File: src/hdl/led_cmd_regs.svh
// Constants of the serial command unit: field positions, reset values, counts.
// Assumes a 25 ns system clock; included by the command unit by bare name.
`ifndef LED_CMD_REGS_SVH
`define LED_CMD_REGS_SVH

// Shift register and channel count.
`define SHREG_W          16
`define SHREG_MSB        15

// Pulse counts while the command strobe is high.
`define CNT_ONOFF_A      4'h0
`define CNT_ONOFF_B      4'h1
`define CNT_MANUAL_A     4'h5
`define CNT_MANUAL_B     4'h6
`define CNT_WORD1_A      4'h7
`define CNT_WORD1_B      4'h8
`define CNT_WORD2_A      4'h9
`define CNT_WORD2_B      4'hA
`define CNT_MAX          4'hF

// State word one field positions.
`define W1_RANGE_BIT     15
`define W1_GAIN_HI       14
`define W1_GAIN_LO       8
`define W1_TEST_HI       7
`define W1_TEST_LO       4
`define W1_INIT_BIT      1
`define W1_STANDBY_BIT   0

// State word two field positions.
`define W2_OPEN_BIT      14
`define W2_SHORT_BIT     13

// Reset values: high range, gain code for 100 %, everything else normal.
`define W1_RESET         16'h2B00
`define W2_RESET         16'h0000
`define ONOFF_RESET      16'h0000
`define RESULT_NORMAL    16'hFFFF

// Timing: forced-current interval and least on-time for automatic detection.
`define CLK_PERIOD_NS    25
`define FORCE_NS         800
`define FORCE_CYC        ((`FORCE_NS + `CLK_PERIOD_NS - 1) / `CLK_PERIOD_NS)
`define AUTO_MIN_NS      800
`define AUTO_CYC  (((`AUTO_MIN_NS + `CLK_PERIOD_NS - 1) / `CLK_PERIOD_NS) + 1)

`endif

File: src/hdl/led_cmd_pkg.sv
// Types shared by the serial command unit.
// Assumes the constants header is compiled alongside.
package led_cmd_pkg;

  typedef enum logic [4:0] {
    CMD_NONE   = 5'h01,
    CMD_ONOFF  = 5'h02,
    CMD_MANUAL = 5'h04,
    CMD_WORD1  = 5'h08,
    CMD_WORD2  = 5'h10
  } cmd_e;

  typedef enum logic [1:0] {
    ST_IDLE  = 2'h1,
    ST_FORCE = 2'h2
  } force_state_e;

  typedef struct packed {
    logic       range_select_bit;
    logic [6:0] gain_code;
    logic [3:0] test_bits;
    logic [1:0] unused_bits;
    logic       init_bit;
    logic       standby_one_bit;
  } state_word_one_s;

  typedef struct packed {
    logic        thermal_cutoff;
    logic        open_detect_enable_bit;
    logic        short_detect_enable_bit;
    logic [12:0] other_bits;
  } state_word_two_s;

  typedef struct packed {
    logic open_fault;
    logic short_fault;
  } fault_sense_s;

endpackage : led_cmd_pkg

File: src/hdl/pin_sync.sv
// Two-stage synchroniser for a group of pin inputs.
// Assumes inputs are asynchronous to clk; the first stage feeds only the second.
`timescale 1ns/1ps
module pin_sync #(
  parameter int WIDTH = 1
) (
  // Clock and reset.
  input  wire logic             clk,
  input  wire logic             rst_n,
  // Data.
  input  wire logic [WIDTH-1:0] async_in,
  output logic      [WIDTH-1:0] sync_out
);

  logic [WIDTH-1:0] stage1_r;

  always_ff @(posedge clk or negedge rst_n) begin
    if (!rst_n) begin
      stage1_r <= '0;
      sync_out <= '0;
    end else begin
      stage1_r <= async_in;
      sync_out <= stage1_r;
    end
  end

endmodule : pin_sync

File: src/hdl/led_cmd_unit.sv
// Serial command front end of a 16-channel LED sink driver.
// Assumes all pin inputs are asynchronous to SYS_CLK; the shift clock is
// sampled and its edges found by SYS_CLK, so it must stay well below 20 MHz.
// The forced interval and the automatic on-time are counted in SYS_CLK
// cycles, so a different system clock needs new counts in the header.
// Standby is only reported; switching the analog part off is left outside.
//
// Operation
// - Serial data enters a 16-bit shift register; strobe plus clocks pick command.
// - Zero or one clock pulses under a high strobe latch on/off data.
// - Five or six pulses under a high strobe run manual fault detection.
// - Seven or eight pulses under a high strobe load state word one.
// - Nine or ten pulses under a high strobe load state word two.
// - Any other pulse count is ignored and does nothing.
// - On/off word MSB first, bit n drives channel n, default all off.
// - Blanking input high forces all channels off; low follows latched bits.
// - With detection on, the result is copied into the shift register.
// - Automatic check judges only channels on; off channels report normal.
// - On-time of 800 ns or less makes every channel report normal.
// - Automatic detection starts on the falling edge of the blanking input.
// - Result bit n belongs to channel n, shifted out MSB first.
// - Result bit is 0 for open or short fault, 1 for normal.
// - First clock after on/off latch with detection on loads the result, ignoring serial input.
// - Manual detection forces probe current 800 ns, then loads the result.
// - Manual detection skipped if blanking is low or detection disabled.
// - First clock after manual detection loads the result, ignoring input.
// - Word one command copies the shift register into state word one.
// - Word one: range bit 15, gain 14..8, test 7..4, init 1, standby 0.
// - Range 0 is high range and default; gain defaults to 100 percent.
// - Detection enables change only through word two or init; both off at reset.
// - Reset sets outputs off, high range, default gain, normal operation.
// - Init bit clears all data to defaults and returns to normal.
// - Standby keeps data and loads; an on/off latch leaves standby.
// - Word two command loads enables: open bit 14, short bit 13.
`timescale 1ns/1ps
`include "led_cmd_regs.svh"
module led_cmd_unit (
  // Clock and reset.
  input  wire logic                         SYS_CLK,
  input  wire logic                         RSTN,
  // Serial link from the controller.
  input  wire logic                         SERIAL_DATA_IN,
  input  wire logic                         SHIFT_CLK,
  input  wire logic                         COMMAND_STROBE,
  output logic                              SERIAL_DATA_OUT,
  // Output blanking pin, high forces channels off.
  input  wire logic                         OUTPUT_BLANK,
  // Fault comparators of each channel, high means fault seen.
  input  wire led_cmd_pkg::fault_sense_s [15:0] FAULT_SENSE,
  // Channel drive and probe current.
  output logic [15:0]                       CURRENT_SINK_CHANNELS,
  output logic                              PROBE_CURRENT_ON,
  // Decoded state to the analog part.
  output led_cmd_pkg::state_word_one_s      STATE_WORD_ONE,
  output led_cmd_pkg::state_word_two_s      STATE_WORD_TWO,
  output logic                              STANDBY_ACTIVE
);
  import led_cmd_pkg::*;

  logic [3:0]       ctl_sync;
  logic [31:0]      fault_sync;
  logic             sck_s;
  logic             strobe_s;
  logic             sdi_s;
  logic             blank_s;
  logic             sck_d_r;
  logic             strobe_d_r;
  logic             blank_d_r;
  logic             sck_rise;
  logic             strobe_fall;
  logic             blank_fall;
  logic [3:0]       pulse_cnt_r;
  cmd_e             cmd;
  logic             cmd_fire;
  logic [15:0]      shreg_r;
  logic [15:0]      onoff_r;
  state_word_one_s  word1_r;
  state_word_two_s  word2_r;
  logic             standby_r;
  logic             init_req;
  logic             det_en;
  logic [15:0]      fault_now;
  logic [15:0]      fault_result_word_r;
  logic             pending_r;
  force_state_e     fstate_r;
  logic [5:0]       force_cnt_r;
  logic             force_done;
  logic             manual_go;
  logic [5:0]       auto_cnt_r;
  logic             auto_capture;
  logic             onoff_latch;

  // Every pin except clock and reset goes through two flops before any logic looks at it.
  pin_sync #(.WIDTH(4)) u_ctl_sync (
    .clk      (SYS_CLK),
    .rst_n    (RSTN),
    .async_in ({SHIFT_CLK, COMMAND_STROBE, SERIAL_DATA_IN, OUTPUT_BLANK}),
    .sync_out (ctl_sync)
  );

  pin_sync #(.WIDTH(32)) u_fault_sync (
    .clk      (SYS_CLK),
    .rst_n    (RSTN),
    .async_in (FAULT_SENSE),
    .sync_out (fault_sync)
  );

  assign sck_s    = ctl_sync[3];
  assign strobe_s = ctl_sync[2];
  assign sdi_s    = ctl_sync[1];
  assign blank_s  = ctl_sync[0];

  // The edge registers reset to the synchronisers' low level, so a blanking
  // pin held low from power-on never reads as a falling edge.
  always_ff @(posedge SYS_CLK or negedge RSTN) begin
    if (!RSTN) begin
      sck_d_r    <= 1'b0;
      strobe_d_r <= 1'b0;
      blank_d_r  <= 1'b0;
    end else begin
      sck_d_r    <= sck_s;
      strobe_d_r <= strobe_s;
      blank_d_r  <= blank_s;
    end
  end

  assign sck_rise    = sck_s & ~sck_d_r;
  assign strobe_fall = ~strobe_s & strobe_d_r;
  assign blank_fall  = ~blank_s & blank_d_r;

  // Pulses are counted while the strobe is high and the count saturates,
  // so a long train cannot wrap around into a valid command code.
  always_ff @(posedge SYS_CLK or negedge RSTN) begin
    if (!RSTN) begin
      pulse_cnt_r <= 4'h0;
    end else if (strobe_fall) begin
      pulse_cnt_r <= 4'h0;
    end else if (strobe_s && sck_rise && pulse_cnt_r != `CNT_MAX) begin
      pulse_cnt_r <= pulse_cnt_r + 4'h1;
    end
  end

  always_comb begin
    case (pulse_cnt_r)
      `CNT_ONOFF_A, `CNT_ONOFF_B:   cmd = CMD_ONOFF;
      `CNT_MANUAL_A, `CNT_MANUAL_B: cmd = CMD_MANUAL;
      `CNT_WORD1_A, `CNT_WORD1_B:   cmd = CMD_WORD1;
      `CNT_WORD2_A, `CNT_WORD2_B:   cmd = CMD_WORD2;
      default:                      cmd = CMD_NONE;
    endcase
  end

  assign cmd_fire    = strobe_fall;
  assign onoff_latch = cmd_fire && cmd == CMD_ONOFF;
  assign det_en      = word2_r.open_detect_enable_bit |
                       word2_r.short_detect_enable_bit;
  assign init_req    = cmd_fire && cmd == CMD_WORD1 &&
                       shreg_r[`W1_INIT_BIT];
  assign manual_go   = cmd_fire && cmd == CMD_MANUAL && det_en &&
                       blank_s && fstate_r == ST_IDLE;

  // Per channel fault: any enabled comparator firing, whether the channel is on or off.
  genvar ch;
  generate
    for (ch = 0; ch < 16; ch++) begin : g_fault
      logic open_seen;
      logic short_seen;
      assign open_seen  = fault_sync[2*ch+1] &
                          word2_r.open_detect_enable_bit;
      assign short_seen = fault_sync[2*ch] &
                          word2_r.short_detect_enable_bit;
      assign fault_now[ch] = ~(open_seen | short_seen);
    end
  endgenerate

  // On/off latch; init returns it to all off.
  always_ff @(posedge SYS_CLK or negedge RSTN) begin
    if (!RSTN) begin
      onoff_r <= `ONOFF_RESET;
    end else if (init_req) begin
      onoff_r <= `ONOFF_RESET;
    end else if (onoff_latch) begin
      onoff_r <= shreg_r;
    end
  end

  // State words and standby.
  always_ff @(posedge SYS_CLK or negedge RSTN) begin
    if (!RSTN) begin
      word1_r   <= `W1_RESET;
      word2_r   <= `W2_RESET;
      standby_r <= 1'b0;
    end else if (init_req) begin
      word1_r   <= `W1_RESET;
      word2_r   <= `W2_RESET;
      standby_r <= 1'b0;
    end else if (cmd_fire) begin
      case (cmd)
        CMD_ONOFF: begin
          standby_r <= 1'b0;
        end
        CMD_WORD1: begin
          word1_r   <= shreg_r;
          standby_r <= shreg_r[`W1_STANDBY_BIT];
        end
        CMD_WORD2: begin
          word2_r <= shreg_r;
        end
        default: begin
          standby_r <= standby_r;
        end
      endcase
    end
  end

  // Manual detection: probe current for the forced interval, then capture.
  always_ff @(posedge SYS_CLK or negedge RSTN) begin
    if (!RSTN) begin
      fstate_r    <= ST_IDLE;
      force_cnt_r <= 6'h00;
    end else begin
      case (fstate_r)
        ST_IDLE: begin
          if (manual_go) begin
            fstate_r    <= ST_FORCE;
            force_cnt_r <= 6'h01;
          end
        end
        ST_FORCE: begin
          if (force_done || init_req) begin
            fstate_r    <= ST_IDLE;
            force_cnt_r <= 6'h00;
          end else begin
            force_cnt_r <= force_cnt_r + 6'h01;
          end
        end
        default: begin
          fstate_r    <= ST_IDLE;
          force_cnt_r <= 6'h00;
        end
      endcase
    end
  end

  // The capture edge is the last edge of the forced interval, while the
  // probe current still flows into the outputs.
  assign force_done = fstate_r == ST_FORCE &&
                      force_cnt_r == 6'(`FORCE_CYC);

  // Automatic detection timer, started only by the blanking falling edge.
  always_ff @(posedge SYS_CLK or negedge RSTN) begin
    if (!RSTN) begin
      auto_cnt_r <= 6'h00;
    end else if (blank_s) begin
      auto_cnt_r <= 6'h00;
    end else if (blank_fall) begin
      auto_cnt_r <= 6'h01;
    end else if (auto_cnt_r != 6'h00 && auto_cnt_r != 6'h3F) begin
      auto_cnt_r <= auto_cnt_r + 6'h01;
    end
  end

  // Capture only after more than the least on-time has passed.
  assign auto_capture = det_en && !blank_s &&
                        auto_cnt_r == 6'(`AUTO_CYC);

  // Result word: invalid pulses read all normal, off channels read normal after automatic checks.
  always_ff @(posedge SYS_CLK or negedge RSTN) begin
    if (!RSTN) begin
      fault_result_word_r <= `RESULT_NORMAL;
    end else if (init_req) begin
      fault_result_word_r <= `RESULT_NORMAL;
    end else if (force_done) begin
      fault_result_word_r <= fault_now;
    end else if (blank_fall) begin
      fault_result_word_r <= `RESULT_NORMAL;
    end else if (auto_capture) begin
      fault_result_word_r <= fault_now | ~onoff_r;
    end
  end

  // One pending load of the result into the shift register. A new arm wins
  // over the clear so a latch landing on a clock edge is not lost.
  always_ff @(posedge SYS_CLK or negedge RSTN) begin
    if (!RSTN) begin
      pending_r <= 1'b0;
    end else if (init_req) begin
      pending_r <= 1'b0;
    end else if ((onoff_latch && det_en) || force_done) begin
      pending_r <= 1'b1;
    end else if (sck_rise && !strobe_s) begin
      pending_r <= 1'b0;
    end
  end

  // Shift register. Clocks under a high strobe only count, they do not shift.
  always_ff @(posedge SYS_CLK or negedge RSTN) begin
    if (!RSTN) begin
      shreg_r <= 16'h0000;
    end else if (init_req) begin
      shreg_r <= 16'h0000;
    end else if (force_done) begin
      shreg_r <= fault_now;
    end else if (sck_rise && !strobe_s) begin
      if (pending_r) begin
        shreg_r <= fault_result_word_r;
      end else begin
        shreg_r <= {shreg_r[14:0], sdi_s};
      end
    end
  end

  // The probe output rises on the edge that starts the forced interval and
  // falls on the capture edge, so it stands for the whole interval. An init
  // word aborts it together with the interval.
  always_ff @(posedge SYS_CLK or negedge RSTN) begin
    if (!RSTN) begin
      PROBE_CURRENT_ON <= 1'b0;
    end else if (manual_go) begin
      PROBE_CURRENT_ON <= 1'b1;
    end else if (force_done || init_req) begin
      PROBE_CURRENT_ON <= 1'b0;
    end
  end

  // Registered outputs.
  always_ff @(posedge SYS_CLK or negedge RSTN) begin
    if (!RSTN) begin
      CURRENT_SINK_CHANNELS <= 16'h0000;
      SERIAL_DATA_OUT       <= 1'b0;
    end else begin
      CURRENT_SINK_CHANNELS <= onoff_r & {16{~blank_s}};
      SERIAL_DATA_OUT       <= shreg_r[`SHREG_MSB];
    end
  end

  assign STATE_WORD_ONE = word1_r;
  assign STATE_WORD_TWO = word2_r;
  assign STANDBY_ACTIVE = standby_r;

endmodule : led_cmd_unit

File: config.mk
export PLATFORM = sky130hd
export DESIGN_NAME = led_cmd_unit
export DESIGN_NICKNAME = d
export VERILOG_FILES = /design/src/hdl/led_cmd_pkg.sv /design/src/hdl/pin_sync.sv /design/src/hdl/led_cmd_unit.sv
export VERILOG_INCLUDE_DIRS = /design/src /design/src/hdl
export SDC_FILE = /design/constraint.sdc
export NUM_CORES = 1
export LEC_CHECK = 0
export ABC_AREA = 1
export BUFFER_PORTS_ARGS = -buffer_cell sky130_fd_sc_hd__buf_4
export CAP_MARGIN = 20
export CORE_MARGIN = 8
export CORE_UTILIZATION = 50
export DETAILED_ROUTE_END_ITERATION = 12
export GPL_TIMING_DRIVEN = 1
export PLACE_DENSITY_LB_ADDON = 0.12
export SLEW_MARGIN = 0
export SYNTH_ARGS = -nofsm -noshare
export SYNTH_HDL_FRONTEND = slang
export SYNTH_SLANG_ARGS = --single-unit
File: constraint.sdc
create_clock -name SYS_CLK -period 2.2 [get_ports SYS_CLK]
set_clock_uncertainty 0.15 [all_clocks]
set_input_delay 0.11 -clock SYS_CLK [delete_from_list [all_inputs] [get_ports SYS_CLK]]
set_output_delay 0.11 -clock SYS_CLK [all_outputs]
set_load 0.005 [all_outputs]
## Yosys cells after proc, flatten, opt, wreduce, memory -nomap -nowiden

Memories as Yosys holds them, arrays and structs flattened.
Index checks and enable logic that the tools add are counted.

- $add $sub $neg: 3
- Muxes and demuxes: 35
- Equality and inequality tests: 12
- Reduce and logical (&&, ||, !) cells: 35
- Bitwise gates (word level): 74

Operators with widths:

| kind | number |
|---|---|
| $mux W16 | 16 |
| $and A1 B1 Y1 | 35 |
| $mux W6 | 5 |
| $not A1 Y1 | 19 |
| $or A1 B1 Y1 | 17 |
| $and A16 B16 Y16 | 1 |
| $not A16 Y16 | 1 |
| $or A16 B16 Y16 | 1 |
| $logic_and A1 B1 Y1 | 15 |
| $add A6 B1 Y6 const B | 2 |
| $eq A6 B6 Y1 const B | 2 |
| $pmux W6 S2 | 1 |
| $reduce_bool A2 Y1 | 6 |
| $reduce_bool A3 Y1 | 4 |
| $mux W4 | 2 |
| $reduce_and A2 Y1 | 4 |
| $mux W1 | 7 |
| $ne A6 B6 Y1 const B | 1 |
| $reduce_bool A6 Y1 | 1 |
| $eq A5 B2 Y1 const B | 1 |
| $eq A5 B3 Y1 const B | 1 |
| $eq A5 B4 Y1 const B | 1 |
| $eq A5 B5 Y1 const B | 1 |
| $add A4 B1 Y4 const B | 1 |
| other kinds (10) | 14 |

- Output and inout port bits: 51
- Bits in registers: 193
- Logic and storage cells: 189
- Memories kept: 1
- Bits in read-only memories: 80
- Bits of input ports: 38

Memory list:

| name | words | bits a word | read ports | clocked after memory_dff | wr ports | line | text |
|---|---|---|---|---|---|---|---|
| (no name shown) | 16 | 5 | 1 | 0 | 0 | led_cmd_unit.sv:144 | `case (pulse_cnt_r)` |

## Depth between registers and ports, before layout

Gate-level depths: netlist of run 1.

- Word-level depth: 8
- Gate-level depth with buffers: 13
- Depth with buffers taken out: 12

## Modules after synthesis

Synthesis of run 1 repeated with hierarchy kept, for this count alone.

- Cells, all modules: 789
- Area, all modules: 7900.1 µm²

By module, submodules not included:

| module | area each (µm²) | cells each | seq. area each (µm²) | times used |
|---|---|---|---|---|
| led_cmd_unit | 6098.3 | 717 | 3054.2 | 1 |
| pin_sync at u_fault_sync | 1601.5 | 64 | 1601.5 | 1 |
| pin_sync at u_ctl_sync | 200.2 | 8 | 200.2 | 1 |

## Least setup slack after synthesis of run 1

OpenSTA, ideal clock, no wires.

- Path type: register to register
- Start point: register pulse_cnt_r[1]
- End point: register shreg_r[7]
- Slack: 262 ps
- Buffers on the path: 1
- Stages on the path, launching flop included: 14
- Data arrival time: 1667 ps
- Clock period less this slack: 1938 ps
- Library setup time: 121 ps
- Data required time: 1929 ps
- Cells stage by stage: dfrtp_1 -> ha_1 -> inv_1 -> ha_1 -> nand2_1 -> nand2_1 -> nand2_1 -> nor2_2 -> nand3_4 -> nand2_1 -> nor2_4 -> buf_6 -> nand2_1 -> nand2_1

- Longest elaborated chain between the ends: 5
- Elaborated cells on any way between the ends: 6
- Those cells by class: eq/ne: 1; mux: 1; reduce/logical: 3; memory: 1

Ends and longest elaborated chain:

| item | line | text |
|---|---|---|
| from (decl) | led_cmd_unit.sv:72 | `logic [3:0] pulse_cnt_r;` |
| from (signal assigned) | led_cmd_unit.sv:139 | `pulse_cnt_r <= pulse_cnt_r + 4'h1;` |
| $mem_v2 Z16 W5 (*) | -- |  |
| $eq A5 B4 Y1 (*) | led_cmd_unit.sv:157 | `assign init_req = cmd_fire && cmd == CMD_WORD1 &&` |
| $logic_and A1 B1 Y1 (*) (2 in series) | led_cmd_unit.sv:157 |  |
| $reduce_bool A3 Y1 (no line) or $mux W16 (tied branches) | -- |  |
| to (signal assigned) | led_cmd_unit.sv:303 | `shreg_r <= fault_now;` |
| to (signal assigned) | led_cmd_unit.sv:306 | `shreg_r <= fault_result_word_r;` |
| to (signal assigned) | led_cmd_unit.sv:308 | `shreg_r <= {shreg_r[14:0], sdi_s};` |
| to (decl) | led_cmd_unit.sv:75 | `logic [15:0] shreg_r;` |

Mark *: on every way between the ends. The rest lies on a longest branch, timed or not.
A chain may end at the register's enable or synchronous reset.

## Worst setup path after layout of run 1

- Start point: register pulse_cnt_r[0]
- End point: register onoff_r[6]

- Longest elaborated chain between the ends: 5
- Elaborated cells on any way between the ends: 8
- Those cells by class: eq/ne: 2; mux: 1; reduce/logical: 4; memory: 1

Ends and longest elaborated chain:

| item | line | text |
|---|---|---|
| $mem_v2 Z16 W5 (*) | -- |  |
| $eq A5 B4 Y1 | led_cmd_unit.sv:157 |  |
| $logic_and A1 B1 Y1 (2 in series) | led_cmd_unit.sv:157 |  |
| $mux W16 or $reduce_bool A2 Y1 (tied branches) | -- |  |
| to (signal assigned) | led_cmd_unit.sv:179 | `` onoff_r <= `ONOFF_RESET; `` |
| to (signal assigned) | led_cmd_unit.sv:181 | `` onoff_r <= `ONOFF_RESET; `` |
| to (signal assigned) | led_cmd_unit.sv:183 | `onoff_r <= shreg_r;` |
| to (decl) | led_cmd_unit.sv:76 | `logic [15:0] onoff_r;` |

Marked as above.

==> results of run 1 <==
==> critical path: stages, from the launching register on <==
cell and delay (ns):
dfrtp_1 0.42, ha_2 0.22, inv_2 0.07, ha_4 0.12
nand2_2 0.05, nand2_2 0.08, nand2_2 0.06, nor2_4 0.16
nand3_4 0.15, buf_12 0.20, nand2_8 0.09, clkbuf_16 0.15
nand2_1 0.05, o21ai_0 0.09
==> routing by layer <==
metal,GRT usage,routed length (um)
met1,0.256,8050
met2,0.276,8060
met3,0.0462,1180
met4,0.0674,289
met5,0,0
==> cells in the final DEF, fill, tap and decap left out, drive strengths merged, types with 5 or more instances in the layout <==
cell type	Yosys	routed
nand4	6	6
dfstp	21	21
clkinv	2	5
buf	21	115
ha	11	11
o211ai	18	18
clkbuf	13	22
a22o	16	16
inv	79	86
dlygate4sd3	0	37
dfrtp	172	172
nand2	202	202
nor2	52	52
o21ai	105	105
nand3	40	41
==> registers in the layout, summed over array words and instances (netlist names), 16 cells and up <==
signal and count:
CURRENT_SINK_CHANNELS 16, onoff_r 16, u_fault_sync.sync_out 32, STATE_WORD_TWO 16, shreg_r 16, STATE_WORD_ONE 16, fault_result_word_r 16, u_fault_sync.stage1_r 32
==> power by group through the flow <==
stage / Sequential [uW] / Combinational (uW) / Clock [uW]
3_3_place_gp: 3950 / 567 / 0
4_1_cts: 3890 / 649 / 2920
6_report: 3900 / 678 / 2860
3_5_place_dp: 3960 / 585 / 0
2_1_floorplan: 3920 / 314 / 0
5_1_grt: 3910 / 766 / 3080
==> logic make-up (layout without fill, tap and decap cells) <==
group | after synthesis | in the layout
AO/OA/AOI/OAI | 146 | 146
AND/OR/NAND/NOR | 307 | 308
flip-flops | 193 | 193
buffers and inverters | 115 | 268
adder cells (fa/ha/maj) | 11 | 11
multiplexers | 4 | 4
XOR/XNOR | 3 | 3
==> stage by stage <==
stage / TNS (ns) / cell area, um^2 / power, uW / hold WS, ns
after global routing: -0.212 / 9790 / 7760 / 0.0810
after floorplan: 0 / 7660 / 4230 / -0.336
after CTS: -0.00543 / 9650 / 7460 / 0.0395
final: 0 / 9790 / 7440 / 0.0305
after global placement: 0 / 8640 / 4520 / -0.0776
after detailed placement: -1.39 / 8640 / 4540 / -0.0728
==> path summary, 6_finish.rpt <==
kind / start / slack (ns) / to
setup reg to reg: pulse_cnt_r[0]$_DFFE_PN0P_ / 0.03 / onoff_r[6]$_DFFE_PN0P_
setup / recovery: pulse_cnt_r[0]$_DFFE_PN0P_ / 0.03 / onoff_r[6]$_DFFE_PN0P_
max in group asynchronous: RSTN / 1.05 / fault_result_word_r[13]$_DFFE_PN1P_
min in group SYS_CLK: FAULT_SENSE[17] / 0.17 / u_fault_sync.stage1_r[17]$_DFF_PN0_
hold reg to reg: u_ctl_sync.stage1_r[3]$_DFF_PN0_ / 0.19 / u_ctl_sync.sync_out[3]$_DFF_PN0_
hold / removal: RSTN / 0.03 / STATE_WORD_ONE[0]$_DFFE_PN0P_
==> cell type report <==
class                   count  area [um^2]
multi-input cells         472         2410
repair buffers            155         1440
flip-flops and latches    193         4860
well taps                 188          235
clock inverters            12         97.6
fillers                  1200         5300
clock buffers              20          447
inverters                  81          307
==> repair_timing <==
item                                    in CTS  in global routing
pin swaps                                    0                  4
resized for setup                            5                 21
gates cloned                                 2                  2
endpoints found under the setup margin      26                 84
hold buffers                                37                  0
endpoints found under the hold margin      213                  0
setup buffers                                2                  3
==> flow_metrics.tcl, run 1 <==
set metrics [dict create \
    synthXorXnorAreaFrac 0.00343 \
    synth_area_mm2 0.00766 \
    htree_levels 4 \
    yosys.area.top_type "dfrtp_1" \
    synth_adder_area_share 0.0180 \
    synth_seq_area_share 0.634 \
    post_drt_via_cell_ratio 5.21 \
    synth.top_cells.by_count "nand2_1, dfrtp_1, o21ai_0, inv_1, nor2_1" \
    pre_cts_slack_ns -0.105 \
    fp.dieW_um 140 \
    arrival_ns 2.37 \
    port_buffers 88 \
    drtPass1Iterations 5 \
    netlist_instances 779 \
    dp.cells 1043 \
    critPathLaunchType "flip-flop" \
    root_buffer "clkbuf_16" \
    p_switching_uw 1870 \
    dieArea_mm2 0.0195 \
    cts_buffers 17 \
    ff2ff_path_depth 13 \
    yosys-top-cells-area "dfrtp_1, nand2_1, dfstp_2" \
    synth_top_family_by_area "simple AND/OR/NAND/NOR gates" \
    syn-num-nets 828 \
    grt_use_total 0.185 \
    maxSlewViolCount 0 \
    wl_per_cell_um 15.7 \
    path_clk_slew_ns 0.07 \
    cts.sinks 193 \
    area_delta_synth_final_pct 27.8 \
    initial_core_util 0.508 \
    power.density_mw_per_mm2 760 \
    worstMarginPinSlew_ns 0.461 \
    synth-edff-count 0 \
    end_kind "flip-flop" \
    ir_worst_vdd_mv 0.522 \
    dieHeight_um 140 \
    wl_um 17600 \
    fin_ws_ns 0.0293 \
    fin_nets 969 \
    ant_nets 0 \
    yosysWarnings 0 \
    drive_gt1_frac 0.212 \
    n_antenna_cell 0 \
    gp_congestion 0.830 \
    pwr-share-seq 0.524 \
    boundaryPins 89 \
    synthMuxAreaShare 0.00588 \
    synth_compound_area_frac 0.110 \
    setup_viol 0 \
    ys_seq_elements 193 \
    num_vias 5841 \
    grt.overflow.total 0 \
    hpwl_um 11700 \
    swShare 0.252 \
    drcViolationCount 0 \
    core_area_mm2 0.0151 \
    worstSkewPairLatency_ns 0.43 \
    combPwrFrac 0.091 \
    min_period_ns 2.17 \
    fmaxAchievable_ghz 0.461 \
    status "finished, final reports clean" \
    internal_power_uw 5570 \
    rows 45 \
    max-cap-violations 0 \
    yosys.area_share.simple 0.167 \
    required_ns 2.40 \
    finalNonFillerCells 1121 \
    grt_antenna_before_repair 0 \
    p_leak_uw 0.00476 \
    final_core_util 0.649 \
    avgSynthCellArea_um2 9.83 \
    min_period_over_period 0.987 \
    cts_max_path_buffers 2 \
    critical_path.max_fanout 6 \
    hp-class "primary input to async pin" \
    hold_violations 0 \
    synth_cell_type_count 34 \
    drt_iter0_markers 536 \
    grt_first_pass_wirelength_um 28900 \
    synth_top_area_frac 0.562 \
    ys.flop_type "dfrtp_1" \
    critical_path_class "flip-flop to flip-flop" \
    synth.most_common_cell "nand2_1" \
    p_clk_frac 0.385 \
    cts_tree "done" \
    async_reset_ff_frac 1.00 \
    grt_pass1_vias 5701 \
    max_slew_margin 0.693 \
    grt_max_degree 83 \
]
Note: power is estimated with default switching activity, not from simulation.
==> inputs of run 2 (changes only) <==
--- a/config.mk
+++ b/config.mk
@@ -17,4 +17,6 @@
 export SLEW_MARGIN = 0
 export SYNTH_ARGS = -nofsm -noshare
 export SYNTH_HDL_FRONTEND = slang
+export SYNTH_HIERARCHICAL = 1
 export SYNTH_SLANG_ARGS = --single-unit
+export TNS_END_PERCENT = 50
==> run 2 against run 1 <==
Compared with the run above: synthesized cell count up 1.3%; sequential share of layout area down 1.2 points; die area up 2.8%; critical path type unchanged; critical endpoint is now onoff_r[2]$_DFFE_PN0P_.
==> flow_metrics.tcl, run 2 <==
set metrics [dict create \
    rows 46 \
    fmaxAchievable_ghz 0.477 \
    dieArea_mm2 0.0201 \
    maxSlewViolCount 0 \
    fp.dieW_um 142 \
    drive_gt1_frac 0.236 \
    ys.flop_type "dfrtp_1" \
    crit_family "simple AND/OR/NAND/NOR gates" \
    p_leak_uw 0.00485 \
    yosysWarnings 6 \
    cp_slowest_cell "dfrtp_1" \
    rsz0062_at_grt "true" \
    required_ns 2.39 \
    synth-edff-count 0 \
    min_period_ns 2.10 \
    synth_seq_area_share 0.615 \
    pre_cts_slack_ns -0.0196 \
    mostFrequentLayoutCells "dfrtp_1, nand2_1, buf_4" \
    min_period_over_period 0.953 \
    cts_tree "done" \
    cts.sinks 193 \
    ff2ff_path_depth 9 \
    worstMarginPinSlew_ns 0.664 \
    synth_cell_type_count 34 \
    synth_adder_area_share 0.0174 \
    top_regs "u_fault_sync/stage1_r x32, u_fault_sync/sync_out x32" \
    drcViolationCount 0 \
    netlist_instances 789 \
    crit_chain "nor2_1, buf_4, inv_1, nor2_1, nand2_1, inv_1, buf_12, nand3_1, o21ai_0" \
    critPathBufInv 4 \
    cp_num_cells 9 \
    end_kind "flip-flop" \
    max_stage_delay_ns 0.43 \
    grt_pass1_vias 6020 \
    cts_max_path_buffers 2 \
    critical_path.max_fanout 14 \
    dieHeight_um 142 \
    fin_nets 979 \
    max_slew_margin 0.556 \
    post_drt_via_cell_ratio 5.17 \
    synthXorXnorAreaFrac 0.00333 \
    async_reset_ff_frac 1.00 \
    syn-num-nets 838 \
    ys_seq_elements 193 \
    final_common_cell "dfrtp_1" \
    core_area_mm2 0.0157 \
    root_buffer "clkbuf_16" \
    htree_levels 4 \
    avgSynthCellArea_um2 10.0 \
    yosys-top-cells-area "dfrtp_1, nand2_1, dfstp_2" \
    gp_congestion 0.911 \
    drtPass1Iterations 4 \
    arrival_ns 2.29 \
    grt_use_total 0.196 \
    grt_max_degree 77 \
    yosys.area.top_type "dfrtp_1" \
    rr_startpoint "u_ctl_sync/sync_out[2]$_DFF_PN0_" \
    post_cts_buffers 0 \
    status "finished, final reports clean" \
    power.density_mw_per_mm2 768 \
    hpwl_um 13300 \
    endpoint "onoff_r[2]$_DFFE_PN0P_" \
    fin_ws_ns 0.103 \
    initial_core_util 0.505 \
    num_vias 5993 \
    grt_first_pass_wirelength_um 31000 \
    port_buffers 88 \
    max-cap-violations 0 \
    synth_top_family_by_area "simple AND/OR/NAND/NOR gates" \
    synth.top_cells.by_count "dfrtp_1, nand2_1, inv_1, o21ai_0, nand3_1" \
    synth.most_common_cell "dfrtp_1" \
    ant_nets 0 \
    worstSkewPairLatency_ns 0.43 \
    cts_buffers 17 \
    n_antenna_cell 0 \
    setup_tns_ns 0 \
    grt.overflow.total 0 \
    synth_top_area_frac 0.545 \
    synthMuxAreaShare 0 \
    critical_path_class "flip-flop to flip-flop" \
    yosys.area_share.simple 0.180 \
    wl_um 19000 \
    area_delta_synth_final_pct 26.9 \
    ir_worst_vdd_mv 0.521 \
    wl_per_cell_um 16.4 \
    setup_viol 0 \
    grt_antenna_before_repair 0 \
    timing.rr.end "onoff_r[2]$_DFFE_PN0P_" \
    drt_iter0_markers 458 \
    hp-class "primary input to async pin" \
    critPathLaunchType "flip-flop" \
    boundaryPins 89 \
    synth_area_mm2 0.00790 \
    path_clk_slew_ns 0.06 \
    synth_compound_area_frac 0.117 \
    r2r_slack_ns 0.10 \
    hold_violations 0 \
    critPathLaunch "u_ctl_sync/sync_out[2]$_DFF_PN0_" \
]
run 2: changes by cell type after synthesis, sizes merged, moves of 2 or more:
| cell | delta |
|---|---|
| a21oi | -3 |
| a31oi | +3 |
| inv | +6 |
| nand3b | -3 |
| o31ai | +8 |
| o21a | +2 |
| clkbuf | +5 |
| o211ai | -2 |
| nand2 | -29 |
| o21ai | -8 |
| nand3 | +25 |
| nand4 | +12 |
| nor2 | -5 |
| mux2 | -4 |
run 2: area by class of cell:
type                       instances  area (um^2)
timing repair buffer             159         1390
tap                              216          270
clock buffer                      22          464
inverter                          86          327
fill                            1283         5630
clock inverter                    10          135
sequential                       193         4860
timing repair inverter             1         7.51
multi-input combinational        472         2570
run 2: how the worst min path moves through the flow:
stage | startpoint | slack [ns] | depth (start not counted) | endpoint
after floorplan | RSTN | -0.34 | 0 | CURRENT_SINK_CHANNELS[0]$_DFF_PN0_
after detailed placement | RSTN | 0.04 | 1 | STATE_WORD_TWO[9]$_DFFE_PN0P_
after CTS | RSTN | 0.15 | 2 | STATE_WORD_TWO[9]$_DFFE_PN0P_
final | RSTN | 0.14 | 2 | u_ctl_sync/sync_out[2]$_DFF_PN0_
after global placement | RSTN | 0.03 | 1 | u_ctl_sync/sync_out[2]$_DFF_PN0_
after global routing | FAULT_SENSE[16] | 0.16 | 2 | u_fault_sync/stage1_r[16]$_DFF_PN0_
run 2: power by group:
part / switching [uW] / total, uW / internal [uW]
logic: 402 / 682 / 279
clock network: 1270 / 3120 / 1850
registers: 122 / 3900 / 3780
total: 1790 / 7700 / 5910
run 2: cells by family after synthesis:
kind of cell,after synthesis
adders and majority gates,11
and+or+nand+nor,310
AOI/OAI and AO/OA,146
buffers and inverters,126
DFF,193
xor gates and xnor gates,3
run 2: metal layers:
layer | GRT usage | up-vias | part of all wire
met5 | 0 | - | 0
met3 | 0.0447 | 20 | 0.054
met4 | 0.0639 | 0 | 0.014
met1 | 0.259 | 2917 | 0.46
li1 | - | 2875 | -
met2 | 0.315 | 181 | 0.47
run 2: worst register-to-register path, stage by stage, from the launching register on:
cell and delay (ns):
dfrtp_1 0.43, nor2_1 0.35, buf_4 0.20, inv_1 0.05, nor2_1 0.12, nand2_1 0.19, inv_1 0.16, buf_12 0.15
nand3_1 0.11, o21ai_0 0.10
run 2: what timing repair did:
| item | 4_1_cts | 5_1_grt |
|---|---|---|
| hold buffers | 37 | 0 |
| pin swaps | 0 | 1 |
| hold endpoints to repair | 106 | 0 |
| cloned | 0 | 4 |
| setup endpoints to repair | 5 | 62 |
| resized for setup | 2 | 16 |
run 2: metrics by stage:
step / hold WS, ns / std cells / total power (uW) / util / instance area [um^2]
final: 0.139 / 1159 / 7700 / 0.640 / 10000
after CTS: 0.148 / 1155 / 7740 / 0.633 / 9920
after floorplan: -0.336 / 789 / 4250 / - / 7900
after detailed placement: 0.0371 / 1086 / 4580 / 0.571 / 8940
after global routing: 0.164 / 1159 / 8020 / 0.640 / 10000
after global placement: 0.0252 / 1085 / 4560 / 0.570 / 8930
